**src/rtf_pkg.sv**
```systemverilog
// Purpose: Shared constants and types of the transmit framing setup block.
// Assumes: 8-bit register port, 6-bit register address.
// Notes: Offsets 30h, 31h hold extra query fields.
package rtf_pkg;
  // ****************************************
  // Register offsets
  // ****************************************
  localparam logic [5:0] ADDR_FIFO_STATUS = 6'h39;
  localparam logic [5:0] ADDR_TX_SETTING = 6'h3C;
  localparam logic [5:0] ADDR_TX_LEN_UP = 6'h3D;
  localparam logic [5:0] ADDR_TX_LEN_LO = 6'h3E;
  localparam logic [5:0] ADDR_FIFO_PORT = 6'h3F;
  localparam logic [5:0] ADDR_QUERY_A = 6'h30;
  localparam logic [5:0] ADDR_QUERY_B = 6'h31;
  // ****************************************
  // Field positions, masks, reset values
  // ****************************************
  localparam int SET_SHORT_CRC_BIT = 3;
  localparam int SET_FORCE_CAL_BIT = 2;
  localparam int SET_SESSION_HI_BIT = 1;
  localparam int SET_SESSION_LO_BIT = 0;
  localparam int LEN_LO_NIBBLE_LSB = 4;
  localparam int PARTIAL_MSB = 3;
  localparam int PARTIAL_LSB = 1;
  localparam logic [7:0] SETTING_MASK = 8'h0F;
  localparam logic [7:0] LEN_LO_MASK = 8'hFE;
  localparam logic [7:0] QUERY_A_MASK = 8'h3F;
  localparam logic [7:0] QUERY_B_MASK = 8'h1F;
  localparam logic [7:0] REG_RESET = 8'h00;
  // ****************************************
  // FIFO
  // ****************************************
  localparam int FIFO_W = 8;
  localparam int FIFO_DEPTH = 24;
  localparam logic [4:0] FB_EMPTY_READ = 5'h1F;
  // ****************************************
  // Commands and framing
  // ****************************************
  localparam logic [7:0] CMD_TX_CRC = 8'h90;
  localparam logic [7:0] CMD_TX_NOCRC = 8'h91;
  localparam logic [7:0] CMD_QUERY = 8'h98;
  localparam logic [3:0] QUERY_CODE = 4'h8;
  localparam logic [4:0] QUERY_BITS = 5'h11;
  localparam logic [4:0] BYTE_BITS = 5'h08;
  localparam logic [4:0] CRC16_LEN = 5'h10;
  localparam logic [4:0] CRC5_LEN = 5'h05;
  localparam logic [15:0] CRC16_POLY = 16'h1021;
  localparam logic [15:0] CRC16_PRESET = 16'hFFFF;
  localparam logic [4:0] CRC5_POLY = 5'h09;
  localparam logic [4:0] CRC5_PRESET = 5'h09;
  typedef enum logic [4:0] {
    ST_IDLE = 5'b00001,
    ST_START = 5'b00010,
    ST_DATA = 5'b00100,
    ST_CRC = 5'b01000,
    ST_DONE = 5'b10000
  } rtf_state_type;
endpackage : rtf_pkg

```
**src/rtf_stream_if.sv**
```systemverilog
// Purpose: Valid/ready byte stream between the block's own modules.
// Assumes: Transfer when valid and ready are both high at a rising edge.
// Notes: None.
`timescale 1ns/100ps
`default_nettype none
interface rtf_stream_if #(parameter int W = 8);
  logic valid;
  logic ready;
  logic [W-1:0] data;
  modport src(output valid, output data, input ready);
  modport snk(input valid, input data, output ready);
endinterface : rtf_stream_if
`default_nettype wire

```
**src/rfid_tx_frame_setup_fifo.sv**
```systemverilog
// Purpose: Transmit framing setup registers, data FIFO and bit serialiser.
// Assumes: Register strobes and command strobe are synchronous to clk.
// Notes: Low enable holds the whole block in reset.
`timescale 1ns/100ps
`default_nettype none
// How it works
// CRC select bit picks CRC-16 or CRC-5
// Query command always requests calibration period
// Force bit adds calibration to plain transmits
// Session bits go into the query frame
// Twelve-bit full byte count over two registers
// Three bits give final partial byte length
// FIFO port fills and drains cyclically
// Pushing into full FIFO sets overflow flag
// Unread count shown, all ones after empty read
// Status bit 7 high while transmitting
// Reserved bits ignored and read as zero
module rfid_tx_frame_setup_fifo (
  input wire logic clk,
  input wire logic rst,
  input wire logic enable,
  input wire logic [5:0] reg_addr,
  input wire logic [7:0] reg_wdata,
  input wire logic reg_wr,
  input wire logic reg_rd,
  output logic [7:0] reg_rdata,
  input wire logic cmd_valid,
  input wire logic [7:0] cmd_code,
  output logic tx_bit,
  output logic tx_bit_valid,
  input wire logic tx_bit_ready,
  output logic tx_frame_start,
  output logic tx_calib_insert,
  output logic tx_frame_done,
  output logic fifo_wr_ready
);
  import rtf_pkg::*;

  // ****************************************
  // Reset and register storage
  // ****************************************
  logic rst_int;
  logic [7:0] setting_r;
  logic [7:0] len_up_r;
  logic [7:0] len_lo_r;
  logic [7:0] query_a_r;
  logic [7:0] query_b_r;
  logic ovfl_r;
  logic empty_rd_r;
  logic [7:0] rdata_r;
  logic [4:0] fifo_count;

  // Disabled device behaves exactly like one under reset
  assign rst_int = rst | ~enable;

  // ****************************************
  // Decoded fields
  // ****************************************
  logic short_crc_select;
  logic force_calibration_insert;
  logic session_select_hi;
  logic session_select_lo;
  logic [11:0] tx_full_byte_count;
  logic [2:0] partial_byte_bits;
  logic [7:0] fifo_port_data;
  logic [4:0] fifo_unread_count;

  assign short_crc_select = setting_r[SET_SHORT_CRC_BIT];
  assign force_calibration_insert = setting_r[SET_FORCE_CAL_BIT];
  assign session_select_hi = setting_r[SET_SESSION_HI_BIT];
  assign session_select_lo = setting_r[SET_SESSION_LO_BIT];
  assign tx_full_byte_count = {len_up_r, len_lo_r[7:LEN_LO_NIBBLE_LSB]};
  assign partial_byte_bits = len_lo_r[PARTIAL_MSB:PARTIAL_LSB];

  // ****************************************
  // FIFO and its handshakes
  // ****************************************
  rtf_stream_if #(.W(FIFO_W)) push_if ();
  rtf_stream_if #(.W(FIFO_W)) pop_if ();

  rtf_fifo #(
    .W(FIFO_W),
    .DEPTH(FIFO_DEPTH),
    .CW(5)
  ) u_fifo (
    .clk(clk),
    .rst(rst_int),
    .in_if(push_if),
    .out_if(pop_if),
    .count(fifo_count)
  );

  rtf_state_type state_r;
  logic busy;
  logic wr_fifo;
  logic rd_fifo;
  logic host_pop;
  logic fsm_pop;
  logic fsm_take;
  logic [4:0] bits_left_r;
  logic [11:0] bytes_left_r;
  logic partial_pend_r;

  assign busy = (state_r != ST_IDLE);
  assign wr_fifo = reg_wr & (reg_addr == ADDR_FIFO_PORT);
  assign rd_fifo = reg_rd & (reg_addr == ADDR_FIFO_PORT);
  assign fifo_port_data = pop_if.data;
  // Host reads drain the FIFO only while no frame owns it
  assign host_pop = rd_fifo & ~busy;
  assign fsm_pop = (state_r == ST_DATA) && (bits_left_r == 5'h00) &&
                   ((bytes_left_r != 12'h000) || partial_pend_r);
  assign fsm_take = fsm_pop & pop_if.valid;
  assign push_if.valid = wr_fifo;
  assign push_if.data = reg_wdata;
  assign pop_if.ready = host_pop | fsm_pop;
  assign fifo_wr_ready = push_if.ready;
  // An empty read is remembered so the count field can flag it
  assign fifo_unread_count = empty_rd_r ? FB_EMPTY_READ : fifo_count;

  // ****************************************
  // Register writes
  // ****************************************
  always_ff @(posedge clk or posedge rst_int) begin
    if (rst_int) begin
      setting_r <= REG_RESET;
      len_up_r <= REG_RESET;
      len_lo_r <= REG_RESET;
      query_a_r <= REG_RESET;
      query_b_r <= REG_RESET;
    end else if (reg_wr) begin
      case (reg_addr)
        ADDR_TX_SETTING: begin
          setting_r <= reg_wdata & SETTING_MASK;
        end
        ADDR_TX_LEN_UP: begin
          len_up_r <= reg_wdata;
        end
        ADDR_TX_LEN_LO: begin
          len_lo_r <= reg_wdata & LEN_LO_MASK;
        end
        ADDR_QUERY_A: begin
          query_a_r <= reg_wdata & QUERY_A_MASK;
        end
        ADDR_QUERY_B: begin
          query_b_r <= reg_wdata & QUERY_B_MASK;
        end
        default: begin
        end
      endcase
    end
  end

  // ****************************************
  // Sticky FIFO flags
  // ****************************************
  // Overflow clears on a status read; a new overflow in that cycle wins
  always_ff @(posedge clk or posedge rst_int) begin
    if (rst_int) begin
      ovfl_r <= 1'b0;
    end else if (wr_fifo && !push_if.ready) begin
      ovfl_r <= 1'b1;
    end else if (reg_rd && reg_addr == ADDR_FIFO_STATUS) begin
      ovfl_r <= 1'b0;
    end
  end

  always_ff @(posedge clk or posedge rst_int) begin
    if (rst_int) begin
      empty_rd_r <= 1'b0;
    end else if (host_pop && !pop_if.valid) begin
      empty_rd_r <= 1'b1;
    end else if (wr_fifo && push_if.ready) begin
      empty_rd_r <= 1'b0;
    end
  end

  // ****************************************
  // Register reads, data one cycle later
  // ****************************************
  always_ff @(posedge clk or posedge rst_int) begin
    if (rst_int) begin
      rdata_r <= 8'h00;
    end else if (reg_rd) begin
      case (reg_addr)
        ADDR_FIFO_STATUS: begin
          rdata_r <= {busy, 1'b0, ovfl_r, fifo_unread_count};
        end
        ADDR_TX_SETTING: begin
          rdata_r <= setting_r;
        end
        ADDR_TX_LEN_UP: begin
          rdata_r <= len_up_r;
        end
        ADDR_TX_LEN_LO: begin
          rdata_r <= len_lo_r;
        end
        ADDR_QUERY_A: begin
          rdata_r <= query_a_r;
        end
        ADDR_QUERY_B: begin
          rdata_r <= query_b_r;
        end
        ADDR_FIFO_PORT: begin
          rdata_r <= (host_pop && pop_if.valid) ? fifo_port_data : 8'h00;
        end
        default: begin
          rdata_r <= 8'h00;
        end
      endcase
    end else begin
      rdata_r <= 8'h00;
    end
  end

  assign reg_rdata = rdata_r;

  // ****************************************
  // Frame sequencer
  // ****************************************
  logic crc_on_r;
  logic crc_short_r;
  logic calib_r;
  logic start_r;
  logic done_r;
  logic [16:0] sh_r;
  logic [15:0] crc16;
  logic [4:0] crc5;
  logic cmd_take;
  logic bit_go;

  // Commands arriving mid-frame are dropped, never queued
  assign cmd_take = cmd_valid & (state_r == ST_IDLE) &
                    ((cmd_code == CMD_QUERY) || (cmd_code == CMD_TX_CRC) ||
                     (cmd_code == CMD_TX_NOCRC));
  assign tx_bit_valid = ((state_r == ST_DATA) || (state_r == ST_CRC)) &&
                        (bits_left_r != 5'h00);
  assign bit_go = tx_bit_valid & tx_bit_ready;
  assign tx_bit = sh_r[16];
  assign tx_frame_start = start_r;
  assign tx_calib_insert = calib_r;
  assign tx_frame_done = done_r;

  rtf_crc u_crc (
    .clk(clk),
    .rst(rst_int),
    .init(start_r),
    .shift(bit_go && state_r == ST_DATA),
    .bit_in(sh_r[16]),
    .crc16(crc16),
    .crc5(crc5)
  );

  always_ff @(posedge clk or posedge rst_int) begin
    if (rst_int) begin
      state_r <= ST_IDLE;
    end else begin
      case (state_r)
        ST_IDLE: begin
          if (cmd_take) begin
            state_r <= ST_START;
          end
        end
        ST_START: begin
          state_r <= ST_DATA;
        end
        ST_DATA: begin
          if (bits_left_r == 5'h00 && bytes_left_r == 12'h000 && !partial_pend_r) begin
            state_r <= crc_on_r ? ST_CRC : ST_DONE;
          end
        end
        ST_CRC: begin
          if (bit_go && bits_left_r == 5'h01) begin
            state_r <= ST_DONE;
          end
        end
        ST_DONE: begin
          state_r <= ST_IDLE;
        end
        default: begin
          state_r <= ST_IDLE;
        end
      endcase
    end
  end

  // Frame options are frozen at command time
  always_ff @(posedge clk or posedge rst_int) begin
    if (rst_int) begin
      crc_on_r <= 1'b0;
      crc_short_r <= 1'b0;
      calib_r <= 1'b0;
    end else if (cmd_take) begin
      if (cmd_code == CMD_QUERY) begin
        crc_on_r <= 1'b1;
        crc_short_r <= 1'b1;
        calib_r <= 1'b1;
      end else begin
        crc_on_r <= (cmd_code == CMD_TX_CRC);
        crc_short_r <= short_crc_select;
        calib_r <= force_calibration_insert;
      end
    end
  end

  always_ff @(posedge clk or posedge rst_int) begin
    if (rst_int) begin
      start_r <= 1'b0;
      done_r <= 1'b0;
    end else begin
      start_r <= cmd_take;
      done_r <= (state_r == ST_DONE);
    end
  end

  always_ff @(posedge clk or posedge rst_int) begin
    if (rst_int) begin
      bytes_left_r <= 12'h000;
      partial_pend_r <= 1'b0;
    end else if (cmd_take) begin
      if (cmd_code == CMD_QUERY) begin
        bytes_left_r <= 12'h000;
        partial_pend_r <= 1'b0;
      end else begin
        bytes_left_r <= tx_full_byte_count;
        partial_pend_r <= (partial_byte_bits != 3'h0);
      end
    end else if (fsm_take) begin
      if (bytes_left_r != 12'h000) begin
        bytes_left_r <= bytes_left_r - 12'h001;
      end else begin
        partial_pend_r <= 1'b0;
      end
    end
  end

  // One shift register carries payload bits and then the CRC, MSB first
  always_ff @(posedge clk or posedge rst_int) begin
    if (rst_int) begin
      sh_r <= 17'h00000;
      bits_left_r <= 5'h00;
    end else if (cmd_take) begin
      if (cmd_code == CMD_QUERY) begin
        sh_r <= {QUERY_CODE, query_a_r[5:0], session_select_hi,
                 session_select_lo, query_b_r[4:0]};
        bits_left_r <= QUERY_BITS;
      end else begin
        sh_r <= 17'h00000;
        bits_left_r <= 5'h00;
      end
    end else if (fsm_take) begin
      sh_r <= {pop_if.data, 9'h000};
      bits_left_r <= (bytes_left_r != 12'h000) ? BYTE_BITS :
                     {2'b00, partial_byte_bits};
    end else if (state_r == ST_DATA && bits_left_r == 5'h00 &&
                 bytes_left_r == 12'h000 && !partial_pend_r && crc_on_r) begin
      if (crc_short_r) begin
        sh_r <= {crc5, 12'h000};
        bits_left_r <= CRC5_LEN;
      end else begin
        sh_r <= {~crc16, 1'b0};
        bits_left_r <= CRC16_LEN;
      end
    end else if (bit_go) begin
      sh_r <= {sh_r[15:0], 1'b0};
      bits_left_r <= bits_left_r - 5'h01;
    end
  end
endmodule : rfid_tx_frame_setup_fifo
`default_nettype wire

```
**src/rtf_crc.sv**
```systemverilog
// Purpose: Serial CRC-16 and CRC-5 generators run side by side.
// Assumes: Bits enter MSB first.
// Notes: Caller picks the result and complements CRC-16.
`timescale 1ns/100ps
`default_nettype none
module rtf_crc
  import rtf_pkg::*;
(
  input wire logic clk,
  input wire logic rst,
  input wire logic init,
  input wire logic shift,
  input wire logic bit_in,
  output logic [15:0] crc16,
  output logic [4:0] crc5
);
  logic fb16;
  logic fb5;

  assign fb16 = bit_in ^ crc16[15];
  assign fb5 = bit_in ^ crc5[4];

  always_ff @(posedge clk or posedge rst) begin
    if (rst) begin
      crc16 <= CRC16_PRESET;
      crc5 <= CRC5_PRESET;
    end else if (init) begin
      crc16 <= CRC16_PRESET;
      crc5 <= CRC5_PRESET;
    end else if (shift) begin
      crc16 <= {crc16[14:0], 1'b0} ^ (fb16 ? CRC16_POLY : 16'h0000);
      crc5 <= {crc5[3:0], 1'b0} ^ (fb5 ? CRC5_POLY : 5'h00);
    end
  end
endmodule : rtf_crc
`default_nettype wire

```
**src/rtf_fifo.sv**
```systemverilog
// Purpose: Cyclic flip-flop FIFO with valid/ready on both sides.
// Assumes: DEPTH of at least two.
// Notes: Head data is read straight from storage.
`timescale 1ns/100ps
`default_nettype none
module rtf_fifo #(
  parameter int W = 8,
  parameter int DEPTH = 24,
  parameter int CW = $clog2(DEPTH + 1)
) (
  input wire logic clk,
  input wire logic rst,
  rtf_stream_if.snk in_if,
  rtf_stream_if.src out_if,
  output logic [CW-1:0] count
);
  localparam int AW = $clog2(DEPTH);
  logic [W-1:0] mem_r [DEPTH];
  logic [AW-1:0] wr_ptr_r;
  logic [AW-1:0] rd_ptr_r;
  logic [CW-1:0] count_r;
  logic push;
  logic pop;

  assign in_if.ready = (count_r != CW'(DEPTH));
  assign out_if.valid = (count_r != '0);
  assign out_if.data = mem_r[rd_ptr_r];
  assign push = in_if.valid & in_if.ready;
  assign pop = out_if.valid & out_if.ready;
  assign count = count_r;

  always_ff @(posedge clk) begin
    if (push) begin
      mem_r[wr_ptr_r] <= in_if.data;
    end
  end

  // Pointers wrap at DEPTH, which need not be a power of two
  always_ff @(posedge clk or posedge rst) begin
    if (rst) begin
      wr_ptr_r <= '0;
      rd_ptr_r <= '0;
      count_r <= '0;
    end else begin
      if (push) begin
        wr_ptr_r <= (wr_ptr_r == AW'(DEPTH - 1)) ? '0 : wr_ptr_r + AW'(1);
      end
      if (pop) begin
        rd_ptr_r <= (rd_ptr_r == AW'(DEPTH - 1)) ? '0 : rd_ptr_r + AW'(1);
      end
      if (push && !pop) begin
        count_r <= count_r + CW'(1);
      end else if (pop && !push) begin
        count_r <= count_r - CW'(1);
      end
    end
  end
endmodule : rtf_fifo
`default_nettype wire

```
**config.mk**
```make
export PLATFORM = sky130hd
export DESIGN_NAME = rfid_tx_frame_setup_fifo
export DESIGN_NICKNAME = d
export VERILOG_FILES = /design/src/rtf_pkg.sv /design/src/rtf_stream_if.sv /design/src/rfid_tx_frame_setup_fifo.sv /design/src/rtf_crc.sv /design/src/rtf_fifo.sv
export SDC_FILE = /design/constraint.sdc
export NUM_CORES = 1
export LEC_CHECK = 0
export ABC_AREA = 1
export CORE_ASPECT_RATIO = 0.75
export CORE_MARGIN = 8
export CORE_UTILIZATION = 45
export DETAILED_ROUTE_END_ITERATION = 7
export DONT_BUFFER_PORTS = 1
export GPL_ROUTABILITY_DRIVEN = 1
export GPL_TIMING_DRIVEN = 1
export REMOVE_ABC_BUFFERS = 1
export SLEW_MARGIN = 20
export SYNTH_ARGS = -nofsm -noshare
export SYNTH_HDL_FRONTEND = slang
export SYNTH_SLANG_ARGS = --single-unit
```
**constraint.sdc**
```tcl
create_clock -name clk -period 17.22 [get_ports clk]
set_input_delay 3.444 -clock clk [delete_from_list [all_inputs] [get_ports clk]]
set_output_delay 3.444 -clock clk [all_outputs]
set_load 0.01 [all_outputs]
```
==> flow_metrics.tcl <==
set metrics [dict create \
    status "complete, no violations" \
    wirelength_um 37980 \
    synth_area_um2 14600 \
    clock_path_buffers 3 \
    drtPass1Iterations 8 \
    drt-wirelength-per-cell_um 18.76 \
    cts_sinks 313 \
    internal-power_mw 1.295 \
    synth-seq-cells 313 \
    final_util_pct 49.77 \
    p_switching_uw 494.1 \
    crit_required_ns 17.68 \
    grt_pass1_vias 10380 \
    initial_utilization_pct 45.40 \
    num-nets-final 1603 \
    dpl.hpwl_um 25550 \
    antenna_found_initial 0 \
    combPwrFrac_pct 12.7 \
    cts_root_buf "clkbuf_16" \
    cts.repair.resized 0 \
    num_antenna_cells 0 \
    setup_viol 0 \
    fin_crit_ns 5.750 \
    fmax_ghz 0.1739 \
    grt_overflow 0 \
    multi_input_area_um2 5054 \
    route.detailed.drc 0 \
    crit_type "input pin to register" \
    setup_tns_ns 0 \
    portBuffers 0 \
    antenna_left 0 \
    synth_cell_types 48 \
    nFillCells 2982 \
    power.leakage_nw 6.637 \
    startpoint_type "input pin" \
    grt_max_degree 122 \
    synth_edf_count 192 \
    yosys_warnings 0 \
    skew_ns 0.02550 \
    htreeDepth 1 \
    worstSkewPairLatency_ns 0.59 \
    netlist_instances 1571 \
    grt_pass1_wl_um 59980 \
    gp_congestion 0.8701 \
    slew_headroom_pct 31.88 \
    die_h_um 172.0 \
    seq_area_um2 8820 \
    p_sw_share_pct 27.61 \
    slew_violations 0 \
    numCtsBuffers 30 \
    rsz0062_at_grt "no" \
    postCtsSetupBuffers 0 \
    syn-mean-instance-area_um2 9.295 \
    max-cap-violations 0 \
    synthToLayoutAreaGrowth_pct 9.631 \
    gr-usage-all-layers_pct 19.95 \
    cts_tree "built" \
    place_area_um2 14980 \
    hold_path.class "register to register" \
    num_io_pins 43 \
    dieWidth_um 224.0 \
    rows 57 \
    ctsHoldBuffers 0 \
    drtIter0Drc 1096 \
    ir_drop_mv 0.08577 \
    hold_viol_final 0 \
    synth_seq_area_share_pct 60.38 \
    vias 10850 \
    crit_path_end_kind "register" \
    final_layout_size_suffix_gt1_share_pct 7.838 \
    clkPwrFrac_pct 38.5 \
    seqPwrFrac_pct 48.8 \
    cp.arrival_ns 6.21 \
    clk_pin_slew_worst_paths_ns 0.07 \
    fin_crit_sh_pct 33.39 \
    power_mw 1.789 \
    power.density_nw_per_um2 111.8 \
    worst_pin_slew_ns 1.022 \
    worstPathMaxFanout 11 \
    synth_flop_cell "edfxtp_1" \
    core_area_um2 32160 \
    finish.instance_area_um2 16010 \
    avgViaCountPerCell 5.360 \
    async_flop_share_pct 38.66 \
    dieArea_um2 38530 \
]
## power by group through the flow
stage | clock network [mW] | logic, mW | registers, mW
after floorplan | 0 | 0.159 | 0.878
after global placement | 0 | 0.223 | 0.887
after detailed placement | 0 | 0.227 | 0.887
after CTS | 0.699 | 0.228 | 0.872
after global routing | 0.728 | 0.259 | 0.877
final | 0.688 | 0.228 | 0.873
## per-stage QoR
step	std cells	worst slack, ns	hold slack, ns
after global placement	1968	11.03	0.4629
final	2024	11.47	0.4808
after floorplan	1522	6.620	0.4422
after CTS	2024	11.56	0.4882
after detailed placement	1968	10.98	0.4657
after global routing	2024	11.17	0.5050
## critical path, stage by stage
cell	delay, ns
nand2_1	0.05
nor2_1	0.11
nand2_1	0.15
inv_1	0.08
nand3_1	0.11
inv_1	0.10
nand2_1	0.09
nor2_1	0.57
ha_1	0.36
inv_1	0.12
ha_1	0.32
nand2_1	0.07
nor2_1	0.04
a211oi_1	0.24
nand2_1	0.11
nand2_1	0.07
nor2_1	0.04
xor2_1	0.13
## state kept, by name, indices dropped and copies added (netlist names), 6 cells and up
register,count
u_fifo.mem_r,192
query_a_r,6
u_crc.crc16,16
sh_r,17
len_lo_r,7
len_up_r,8
bytes_left_r,12
reg_rdata,8
## cell families after synthesis
| logic type | after synthesis | synth area share, % |
|---|---|---|
| AOI/OAI and AO/OA | 178 | 6.658 |
| xor gates and xnor gates | 14 | 0.8397 |
| adders and majority gates | 16 | 1.422 |
| buffers and inverters | 184 | 5.064 |
| DFF | 313 | 60.38 |
| and+or+nand+nor | 866 | 25.64 |
## path summary, 6_finish.rpt
kind	from	to	slack [ns]	depth (start not counted)
worst max-delay path	reg_addr[4]	u_fifo.count[4]$_DFFE_PP0P_	11.47	18
worst min-delay path	u_crc.crc5[3]$_DFFE_PP1P_	u_crc.crc5[3]$_DFFE_PP1P_	0.48	2
worst max register to register	bytes_left_r[0]$_DFFE_PP0P_	u_fifo.count[4]$_DFFE_PP0P_	13.97	18
worst min register to register	u_crc.crc5[3]$_DFFE_PP1P_	u_crc.crc5[3]$_DFFE_PP1P_	0.48	2
max in group asynchronous	enable	u_fifo.rd_ptr_r[1]$_DFFE_PP0P_	13.68	3
min in group asynchronous	rst	bytes_left_r[6]$_DFFE_PP0P_	3.00	2
## cell type report
type / instances / area share (%)
clock buffer: 38 / 5.064
clock inverter: 18 / 1.391
inverter: 135 / 3.165
multi-input combinational: 1074 / 31.57
sequential: 313 / 55.09
tap: 442 / 3.454
timing repair buffer: 4 / 0.2657
## metal layers
layer / GRT usage (%) / routed length, um
met3: 3.881 / 3081
met1: 31.00 / 18760
met4: 4.657 / 830
met2: 28.20 / 15310
met5: 0 / 0
## cells in the mapped netlist, drive strengths merged (2+ instances only)
cell / instances / area, um2
edfxtp: 192 / 5766
a21o: 2 / 15.01
a31oi: 4 / 31.28
nor2: 142 / 655.6
dfstp: 19 / 499.2
clkinv: 6 / 22.52
or2: 4 / 25.02
dfrtp: 102 / 2552
buf: 27 / 150.2
a21oi: 29 / 145.1
nand2: 509 / 1943
o21ai: 119 / 603.1
o22ai: 4 / 25.02
nor3: 14 / 75.07
nor4: 3 / 18.77
xor2: 9 / 78.83
o211ai: 10 / 75.07
clkbuf: 22 / 82.58
inv: 129 / 484.2
ha: 15 / 187.7
xnor2: 5 / 43.79
nand4: 9 / 56.30
nand3: 183 / 943.4
a22oi: 4 / 30.03
## cell usage in the layout (no fill, tap or decap), drive strengths merged
master	n
nand3b	1
xor2	9
o31ai	1
and3	1
ha	15
a21oi	29
fa	1
clkbuf	38
xnor2	5
o211ai	10
o21a	1
or2	4
a211oi	1
o22a	1
a31oi	4
dfstp	19
nand4	9
clkinvlp	5
dfrtp	102
a21o	2
o2bb2ai	1
nand2	509
nor2	142
o22ai	4
bufinv	4
nand3	183
o21bai	1
nor3	14
nor4	3
clkinv	15
buf	4
edfxtp	192
a22oi	4
inv	129
o21ai	119
(Power assumes the default switching activity.)
